**src/verilog/pdsi_pkg.sv**
```systemverilog
// constants, field layout and carrier types of the port diagnostic, status and interrupt registers
// Summary of operation
// - Writing one to bit 15 of the cable diagnostic register when idle launches a test on the selected pair, and the bit clears itself when the test ends.
// - Bit 15 reads one while a test runs; once it drops after a launch that was not aborted, the status field holds that test's result.
// - Writing zero to bit 15 stops the cable test instead of launching one.
// - Bits 13:12 pick the pair under test (00 A, 01 B, 10 C, 11 D) and reset to 00.
// - Read-only bits 9:8 give the result: 00 normal, 01 open, 10 short, 11 reserved.
// - The link status register shows the gigabit link in bit 1 and the 100 Mb/s link in bit 0, one meaning up.
// - A 16-bit read-only counter counts received frames with a symbol error, resets to zero and clears when read.
// - Enable bits 15 to 8 govern jabber, receive error, page received, parallel detect fault, partner acknowledge, link down, remote fault and link up.
// - Status bits 7 to 0 flag the same eight events in the same order, one meaning the event occurred.
// - Each status flag is read-only and is cleared by reading its register.
// - After reset all eight enables and all eight flags are zero.
package pdsi_pkg;

  // bus geometry
  localparam int          ADDR_W      = 12;
  localparam int          DATA_W      = 32;
  localparam int          REG_W       = 16;
  localparam int          NUM_EVT     = 8;

  // register byte offsets
  localparam logic [11:0] OFS_CABLE   = 12'h000;
  localparam logic [11:0] OFS_LINK    = 12'h004;
  localparam logic [11:0] OFS_SYMERR  = 12'h008;
  localparam logic [11:0] OFS_IRQ     = 12'h00c;

  // cable diagnostic field positions
  localparam int          CT_RUN_BIT  = 15;
  localparam int          CT_PAIR_HI  = 13;
  localparam int          CT_PAIR_LO  = 12;
  localparam int          CT_STAT_HI  = 9;
  localparam int          CT_STAT_LO  = 8;

  // link status field positions
  localparam int          LINK_1G_BIT = 1;
  localparam int          LINK_FE_BIT = 0;

  // interrupt register field positions
  localparam int          IRQ_EN_LO   = 8;
  localparam int          IRQ_FLG_LO  = 0;

  // event order inside both interrupt bytes
  localparam int          EVT_JABBER  = 7;
  localparam int          EVT_RXERR   = 6;
  localparam int          EVT_PAGE    = 5;
  localparam int          EVT_PDFAULT = 4;
  localparam int          EVT_LPACK   = 3;
  localparam int          EVT_LINKDN  = 2;
  localparam int          EVT_RFAULT  = 1;
  localparam int          EVT_LINKUP  = 0;

  // cable diagnostic pair and result codes
  localparam logic [1:0]  PAIR_A      = 2'h0;
  localparam logic [1:0]  PAIR_B      = 2'h1;
  localparam logic [1:0]  PAIR_C      = 2'h2;
  localparam logic [1:0]  PAIR_D      = 2'h3;
  localparam logic [1:0]  STAT_NORMAL = 2'h0;
  localparam logic [1:0]  STAT_OPEN   = 2'h1;
  localparam logic [1:0]  STAT_SHORT  = 2'h2;

  // reset values and counter ceiling
  localparam logic [1:0]  PAIR_RST    = PAIR_A;
  localparam logic [1:0]  STAT_RST    = STAT_NORMAL;
  localparam logic [15:0] CNT_RST     = 16'h0000;
  localparam logic [15:0] CNT_MAX     = 16'hffff;
  localparam logic [7:0]  EN_RST      = 8'h00;
  localparam logic [7:0]  FLG_RST     = 8'h00;
  localparam logic [31:0] RDATA_RST   = 32'h0000_0000;

  // cable test engine request: start and abort are one-cycle pulses, pair is a level
  typedef struct packed {
    logic       start;
    logic       abort;
    logic [1:0] pair;
  } pdsi_ct_req_t;

  // cable test engine answer: done is a one-cycle pulse carrying the result
  typedef struct packed {
    logic       done;
    logic [1:0] result;
  } pdsi_ct_rsp_t;

  typedef enum logic {
    CT_IDLE,
    CT_RUN
  } pdsi_ct_state_t;

endpackage

```
**src/verilog/pdsi_regs.sv**
```systemverilog
// apb register bank for cable diagnostics, link status, symbol error count and port interrupts
module pdsi_regs
  import pdsi_pkg::*;
(
  // clock and reset
  input  wire logic              clk,
  input  wire logic              rst_n,
  // apb slave
  input  wire logic [ADDR_W-1:0] paddr,
  input  wire logic              psel,
  input  wire logic              penable,
  input  wire logic              pwrite,
  input  wire logic [DATA_W-1:0] pwdata,
  output logic      [DATA_W-1:0] prdata,
  output logic                   pready,
  output logic                   pslverr,
  // cable test engine
  output pdsi_ct_req_t           ctReq,
  input  wire pdsi_ct_rsp_t      ctRsp,
  // line status and events
  input  wire logic              linkUp1000,
  input  wire logic              linkUp100,
  input  wire logic              symErrFrame,
  input  wire logic [NUM_EVT-1:0] portEvent,
  // interrupt
  output logic                   irqOut
);

  // bus phase decode
  logic              setupPh;
  logic              accessPh;
  logic              wrAcc;
  logic              rdAcc;
  logic              hitCable;
  logic              hitLink;
  logic              hitSymErr;
  logic              hitIrq;
  logic              mapped;
  logic              wrCableAcc;
  logic              wrIrqAcc;
  logic              rdSymClr;
  logic              rdIrqClr;

  // bus answer registers
  logic [DATA_W-1:0] prdata_q;
  logic [DATA_W-1:0] prdata_d;
  logic              pready_q;
  logic              pready_d;
  logic              pslverr_q;
  logic              pslverr_d;
  logic [DATA_W-1:0] rdMux;

  // cable diagnostic state
  pdsi_ct_state_t    ctState_q;
  pdsi_ct_state_t    ctState_d;
  logic [1:0]        pair_q;
  logic [1:0]        pair_d;
  logic [1:0]        ctStat_q;
  logic [1:0]        ctStat_d;
  pdsi_ct_req_t      ctReq_q;
  pdsi_ct_req_t      ctReq_d;

  // link status
  logic              link1g_q;
  logic              link1g_d;
  logic              linkFe_q;
  logic              linkFe_d;

  // symbol error frame counter
  logic [REG_W-1:0]  symCnt_q;
  logic [REG_W-1:0]  symCnt_d;
  logic [REG_W-1:0]  symCntLeft;

  // interrupt enables, flags and output
  logic [NUM_EVT-1:0] irqEn_q;
  logic [NUM_EVT-1:0] irqEn_d;
  logic [NUM_EVT-1:0] irqFlags;
  logic [NUM_EVT-1:0] flagClr;
  logic               irq_q;
  logic               irq_d;

  // bus decode

  assign setupPh   = psel && !penable;
  // pready is raised for exactly the first access cycle, so each transfer has no wait state
  assign accessPh  = psel && penable && pready_q;
  assign wrAcc     = accessPh && pwrite;
  assign rdAcc     = accessPh && !pwrite;
  assign hitCable  = (paddr == OFS_CABLE);
  assign hitLink   = (paddr == OFS_LINK);
  assign hitSymErr = (paddr == OFS_SYMERR);
  assign hitIrq    = (paddr == OFS_IRQ);
  assign mapped    = hitCable || hitLink || hitSymErr || hitIrq;

  // access-edge strobes at which a write lands or a clear-on-read takes effect
  assign wrCableAcc = wrAcc && hitCable;
  assign wrIrqAcc   = wrAcc && hitIrq;
  assign rdSymClr   = rdAcc && hitSymErr;
  assign rdIrqClr   = rdAcc && hitIrq;

  // read view of every register, upper bits read as zero
  always_comb begin
    rdMux = '0;
    if (hitCable) begin
      // reserved bits 14 and 11:10 read as zero
      rdMux[CT_RUN_BIT]             = (ctState_q == CT_RUN);
      rdMux[CT_PAIR_HI:CT_PAIR_LO]  = pair_q;
      rdMux[CT_STAT_HI:CT_STAT_LO]  = ctStat_q;
    end else if (hitLink) begin
      rdMux[LINK_1G_BIT]            = link1g_q;
      rdMux[LINK_FE_BIT]            = linkFe_q;
    end else if (hitSymErr) begin
      rdMux[REG_W-1:0]              = symCnt_q;
    end else if (hitIrq) begin
      rdMux[IRQ_EN_LO+NUM_EVT-1:IRQ_EN_LO]   = irqEn_q;
      rdMux[IRQ_FLG_LO+NUM_EVT-1:IRQ_FLG_LO] = irqFlags;
    end
  end

  // read data is captured in the setup cycle; the clear-on-read effects then remove
  // exactly what was captured, so anything arriving in between stays visible
  always_comb begin
    prdata_d  = prdata_q;
    pready_d  = setupPh;
    // unmapped offsets answer with an error and zero data, writes to them are dropped
    pslverr_d = setupPh && !mapped;
    if (setupPh) begin
      if (pwrite) begin
        // writes return zero read data
        prdata_d = RDATA_RST;
      end else begin
        prdata_d = rdMux;
      end
    end
  end

  always_ff @(posedge clk) begin
    if (!rst_n) begin
      prdata_q  <= RDATA_RST;
      pready_q  <= 1'b0;
      pslverr_q <= 1'b0;
    end else begin
      prdata_q  <= prdata_d;
      pready_q  <= pready_d;
      pslverr_q <= pslverr_d;
    end
  end

  assign prdata  = prdata_q;
  assign pready  = pready_q;
  assign pslverr = pslverr_q;

  // cable diagnostic

  always_comb begin
    ctState_d     = ctState_q;
    pair_d        = pair_q;
    ctStat_d      = ctStat_q;
    ctReq_d       = ctReq_q;
    ctReq_d.start = 1'b0;
    ctReq_d.abort = 1'b0;
    case (ctState_q)
      CT_IDLE: begin
        // the pair follows every write, running or not
        if (wrCableAcc) begin
          pair_d = pwdata[CT_PAIR_HI:CT_PAIR_LO];
          if (pwdata[CT_RUN_BIT]) begin
            // launch on the pair written in the same access
            ctState_d     = CT_RUN;
            ctReq_d.start = 1'b1;
          end
        end
      end
      CT_RUN: begin
        if (ctRsp.done) begin
          // result is stored on the same edge as the run bit drops, so a zero read always sees it
          ctStat_d  = ctRsp.result;
          ctState_d = CT_IDLE;
        end else if (wrCableAcc && !pwdata[CT_RUN_BIT]) begin
          ctReq_d.abort = 1'b1;
          ctState_d     = CT_IDLE;
        end
        if (wrCableAcc) begin
          pair_d = pwdata[CT_PAIR_HI:CT_PAIR_LO];
        end
      end
      default: begin
        ctState_d = CT_IDLE;
      end
    endcase
    // the engine sees the selection as a level; it is only sampled on start
    ctReq_d.pair = pair_d;
  end

  always_ff @(posedge clk) begin
    if (!rst_n) begin
      ctState_q <= CT_IDLE;
      pair_q    <= PAIR_RST;
      ctStat_q  <= STAT_RST;
      ctReq_q   <= '{start: 1'b0, abort: 1'b0, pair: PAIR_RST};
    end else begin
      ctState_q <= ctState_d;
      pair_q    <= pair_d;
      ctStat_q  <= ctStat_d;
      ctReq_q   <= ctReq_d;
    end
  end

  assign ctReq = ctReq_q;

  // link status

  // one register stage: a read returns the level of two edges before its access cycle
  always_comb begin
    link1g_d = linkUp1000;
    linkFe_d = linkUp100;
  end

  always_ff @(posedge clk) begin
    if (!rst_n) begin
      link1g_q <= 1'b0;
      linkFe_q <= 1'b0;
    end else begin
      link1g_q <= link1g_d;
      linkFe_q <= linkFe_d;
    end
  end

  // symbol error counter

  always_comb begin
    symCntLeft = symCnt_q;
    if (rdSymClr) begin
      // subtracting the captured value keeps frames counted between setup and access
      symCntLeft = symCnt_q - prdata_q[REG_W-1:0];
    end
    symCnt_d = symCntLeft;
    // saturates rather than wrapping, so a long unread interval never looks small
    if (symErrFrame && (symCntLeft != CNT_MAX)) begin
      symCnt_d = symCntLeft + 16'h0001;
    end
  end

  always_ff @(posedge clk) begin
    if (!rst_n) begin
      symCnt_q <= CNT_RST;
    end else begin
      symCnt_q <= symCnt_d;
    end
  end

  // interrupts

  always_comb begin
    irqEn_d = irqEn_q;
    if (wrIrqAcc) begin
      // flag bits of the write data are ignored, flags are read-only
      irqEn_d = pwdata[IRQ_EN_LO+NUM_EVT-1:IRQ_EN_LO];
    end
  end

  always_ff @(posedge clk) begin
    if (!rst_n) begin
      irqEn_q <= EN_RST;
    end else begin
      irqEn_q <= irqEn_d;
    end
  end

  always_comb begin
    flagClr = '0;
    if (rdIrqClr) begin
      // only the flags that the read returned are cleared
      flagClr = prdata_q[IRQ_FLG_LO+NUM_EVT-1:IRQ_FLG_LO];
    end
  end

  pdsi_sticky_flags #(
    .W      (NUM_EVT)
  ) u_flags (
    .clk    (clk),
    .rst_n  (rst_n),
    .setVec (portEvent),
    .clrVec (flagClr),
    .flags  (irqFlags)
  );

  always_comb begin
    irq_d = |(irqFlags & irqEn_q);
  end

  // registered so the pin cannot glitch while flags and enables change together
  always_ff @(posedge clk) begin
    if (!rst_n) begin
      irq_q <= 1'b0;
    end else begin
      irq_q <= irq_d;
    end
  end

  assign irqOut = irq_q;

endmodule

```
**src/verilog/pdsi_sticky_flags.sv**
```systemverilog
// bank of sticky event flags, a set in the same cycle as a clear wins
module pdsi_sticky_flags #(
  parameter int W = 8
) (
  // clock and reset
  input  wire logic         clk,
  input  wire logic         rst_n,
  // event pulses and clear mask
  input  wire logic [W-1:0] setVec,
  input  wire logic [W-1:0] clrVec,
  // flag state
  output logic      [W-1:0] flags
);

  logic [W-1:0] flags_q;
  logic [W-1:0] flags_d;

  always_comb begin
    // a late event must not be lost to the read that clears its flag
    flags_d = (flags_q & ~clrVec) | setVec;
  end

  always_ff @(posedge clk) begin
    if (!rst_n) begin
      flags_q <= '0;
    end else begin
      flags_q <= flags_d;
    end
  end

  assign flags = flags_q;

endmodule
```
**config.mk**
```make
export PLATFORM = sky130hd
export DESIGN_NAME = pdsi_regs
export DESIGN_NICKNAME = d
export VERILOG_FILES = /design/src/verilog/pdsi_pkg.sv /design/src/verilog/pdsi_regs.sv /design/src/verilog/pdsi_sticky_flags.sv
export SDC_FILE = /design/constraint.sdc
export NUM_CORES = 1
export LEC_CHECK = 0
export ABC_AREA = 1
export BUFFER_PORTS_ARGS = -buffer_cell sky130_fd_sc_hd__buf_2
export CORE_MARGIN = 4
export CORE_UTILIZATION = 43
export DETAILED_ROUTE_END_ITERATION = 16
export GPL_ROUTABILITY_DRIVEN = 0
export PLACE_DENSITY = 0.66
export SLEW_MARGIN = 20
export SYNTH_ARGS = -nofsm -noshare
export SYNTH_HDL_FRONTEND = slang
export SYNTH_HIERARCHICAL = 1
export SYNTH_SLANG_ARGS = --single-unit
```
**constraint.sdc**
```tcl
create_clock -name clk -period 3.4 [get_ports clk]
set_input_delay 0.51 -clock clk [delete_from_list [all_inputs] [get_ports clk]]
set_output_delay 0.51 -clock clk [all_outputs]
set_load 0.05 [all_outputs]
```
==> impl_metrics.json <==
{
  "drt_first_iter_violations": 221,
  "cts_buffers": 9,
  "hold_viol_final": 0,
  "slew_headroom": 0.5845,
  "tightest_slew_ns": 0.6210,
  "clkSlewWorstSetupHoldPaths_ns": 0.07,
  "post-route-drc-count": 0,
  "peakVddDrop_uv": 224.1,
  "period_share": 0.8644,
  "ys.flop_type": "dfxtp_1",
  "synth-seq-cells": 60,
  "clock-root-buffer": "clkbuf_8",
  "crit_required_ns": 3.68,
  "clk_latency_ns": 0.34,
  "whs_ns": 0.3398,
  "place_area_um2": 4937,
  "synthMostInstantiatedCell": "nand2_1",
  "ys_seq_area_frac": 0.2632,
  "grt_pass1_wl_um": 20700,
  "fillers": 1085,
  "cp-end-kind": "register",
  "p_switching_mw": 0.4125,
  "final_cell_area_um2": 5129,
  "clock-sinks": 60,
  "cp.arrival_ns": 3.22,
  "first_global_vias": 4464,
  "final.setup.tns_ns": 0,
  "ios": 102,
  "cpPeakStageDelay_ns": 0.48,
  "critPathBufInv": 2,
  "seqPwrFrac": 0.473,
  "internal_power_mw": 1.113,
  "postCtsSetupBuffers": 0,
  "cp_num_cells": 20,
  "grt_overflow_total": 0,
  "setup_viol_count_final": 0,
  "layout.nets": 865,
  "post_cts_resize_count": 0,
  "drv_slew": 0,
  "core_um2": 10320,
  "wl_um": 12190,
  "vias": 4536,
  "final_util": 0.4968,
  "yosysTopAreaCell": "dfxtp_1",
  "synthTopCellsByCount": "nand2_1 (205), inv_1 (135), nor2_1 (62), dfxtp_1 (60), a21oi_1 (38)",
  "critical_path.cell_chain": "ha_1 -> inv_1 -> fa_1 -> nand2_1 -> nand2_1 -> nand3_1 -> nand2_1 -> nand2_1 -> nand2_1 -> nand2_1 -> nand3_1 -> nand2_1 -> nand2_1 -> nor2_1 -> nand3_4 -> nand2_4 -> inv_2 -> nand2_1 -> nand2_1 -> nor2_1",
  "worstReg2RegStart": "prdata[0]$_SDFFE_PN0P_",
  "cpMostUsedCell": "nand2_1",
  "crit_fanout": 13,
  "yosys_warnings": 6,
  "clk_path_buf_depth": 2,
  "path_class": "register to register",
  "antenna_found_initial": 0,
  "fmax_mhz": 340.3,
  "synth_top_area_frac": 0.2632,
  "worstHoldStart": "ctRsp[2]",
  "finalClockSkew_ns": 0.009699,
  "placementRows": 37,
  "crit_path_end": "symCnt_q[11]$_SDFF_PN0_",
  "seq_area_um2": 1201,
  "wl_per_cell_um": 13.20,
  "syn_area_um2": 4564,
  "min_period_ns": 2.939,
  "postRouteAntennaNets": 0,
  "die_area_um2": 12330,
  "portBuffers": 61,
  "drive_gt1_frac": 0.1739,
  "syn_inst": 720,
  "antenna_cells": 0,
  "dieHeight_um": 111.0,
  "syn2layout_area_growth_pct": 12.36,
  "cts_tree": "done",
  "grt_max_degree": 28,
  "hp-class": "primary input to register",
  "drt-pass1-iter-count": 4,
  "rsz0062_at_grt": "no",
  "p_leak_nw": 2.623,
  "hpwl_um": 9878,
  "ys_types": 45,
  "synth.area.top_cells": "dfxtp_1 (26%), nand2_1 (17%), inv_1 (11%)",
  "avgViaCountPerCell": 4.909,
  "p_comb_frac": 0.111,
  "htreeDepth": 3,
  "syn_area_per_cell_um2": 6.339,
  "crit_path_top_delay_cell": "fa_1",
  "p_total_mw": 1.525,
  "ff2ff_path_depth": 20,
  "synth-edff-count": 0,
  "startpoint": "prdata[0]$_SDFFE_PN0P_",
  "drv_cap": 0,
  "power_density_nw_per_um2": 297.4,
  "async_reset_ff_frac": 0,
  "multiInputGateArea_um2": 2655,
  "outcome": "complete, no violations",
  "rrSetupSlack_ns": 0.46,
  "clkPwrFrac": 0.415,
  "r2r-end": "symCnt_q[11]$_SDFF_PN0_",
  "start_util": 0.4421,
  "critical_path.top_delay_family": "simple AND/OR/NAND/NOR gates",
  "cts_hold_buf": 0,
  "fp.dieW_um": 111.0,
  "grt.total_usage": 0.2014,
  "setup.worst_path.start_class": "register",
  "switching_share": 0.2705
}
## sequential cells by signal (all words and copies together), names as in the netlist
signal	cells
prdata	16
symCnt_q	16
irqEn_q	8
u_flags/flags	8
ctReq	4
ctStat_q	2
ctState_q	1
irqOut	1
link1g_q	1
linkFe_q	1
pready	1
pslverr	1
## worst min-delay path by stage
stage,cells past startpoint,end,slack (ns)
2_1_floorplan,2,ctStat_q[0]$_SDFFE_PN0P_,0.43
3_3_place_gp,2,ctReq[2]$_SDFF_PP0_,0.44
3_5_place_dp,2,ctReq[2]$_SDFF_PP0_,0.45
4_1_cts,2,ctReq[2]$_SDFF_PP0_,0.33
5_1_grt,2,ctReq[2]$_SDFF_PP0_,0.33
6_report,2,ctReq[2]$_SDFF_PP0_,0.34
## per-layer routing
metal | global-route usage | share of wire | up-vias | wire [µm]
met5 | 0 | 0 | - | 0
met4 | 0.09813 | 0.040 | 0 | 485
met3 | 0.03712 | 0.043 | 33 | 528
met2 | 0.3265 | 0.46 | 120 | 5598
met1 | 0.2573 | 0.46 | 2045 | 5581
li1 | - | - | 2338 | -
## power groups by stage
stage	clock, mW	sequential [mW]	combinational (mW)
floorplan	0	0.738	0.135
global placement	0	0.737	0.164
detailed placement	0	0.737	0.168
CTS	0.645	0.721	0.169
global route	0.682	0.723	0.188
finish	0.634	0.722	0.170
## final cells by class
cell class | count | area share
flip-flops and latches | 60 | 0.2342
clock buffers | 11 | 0.02757
clock inverters | 4 | 0.009758
multi-input cells | 499 | 0.5177
repair buffers | 68 | 0.06977
well taps | 136 | 0.03318
inverters | 146 | 0.1078
## through the flow
| step | cells | setup slack, ns |
|---|---|---|
| 2_1_floorplan | 735 | 0.4537 |
| 3_3_place_gp | 909 | 0.4146 |
| 3_5_place_dp | 909 | 0.3246 |
| 4_1_cts | 924 | 0.4918 |
| 5_1_grt | 924 | 0.1175 |
| 6_report | 924 | 0.4612 |
## cell families after synthesis
| kind of cell | count (synthesis) | synth area share |
|---|---|---|
| compound gates | 90 | 0.1209 |
| xor+xnor | 11 | 0.02111 |
| fa+ha+maj | 18 | 0.05099 |
| buf+inv | 176 | 0.1675 |
| flops | 60 | 0.2632 |
| other cells | 1 | 0.0008216 |
| simple gates | 364 | 0.3755 |
## cells in the final DEF, fill, tap and decap left out, types with 5 or more instances in the layout
cell type	Yosys	final
nand2_1	205	205
nand4_1	14	14
o21ai_0	16	16
a21oi_1	38	38
dfxtp_1	60	60
clkbuf_8	0	10
o22ai_1	5	5
xor2_1	10	10
buf_2	1	61
a32oi_1	7	7
a21oi_2	6	6
o221ai_1	5	5
inv_1	135	135
o211ai_1	5	5
nand3_2	6	6
conb_1	1	16
nor2_1	62	62
buf_4	16	7
inv_2	8	8
nand3_1	35	35
nand2_2	11	11
nand2_4	5	5
ha_1	17	17
Power figures use the tool's default switching activity.
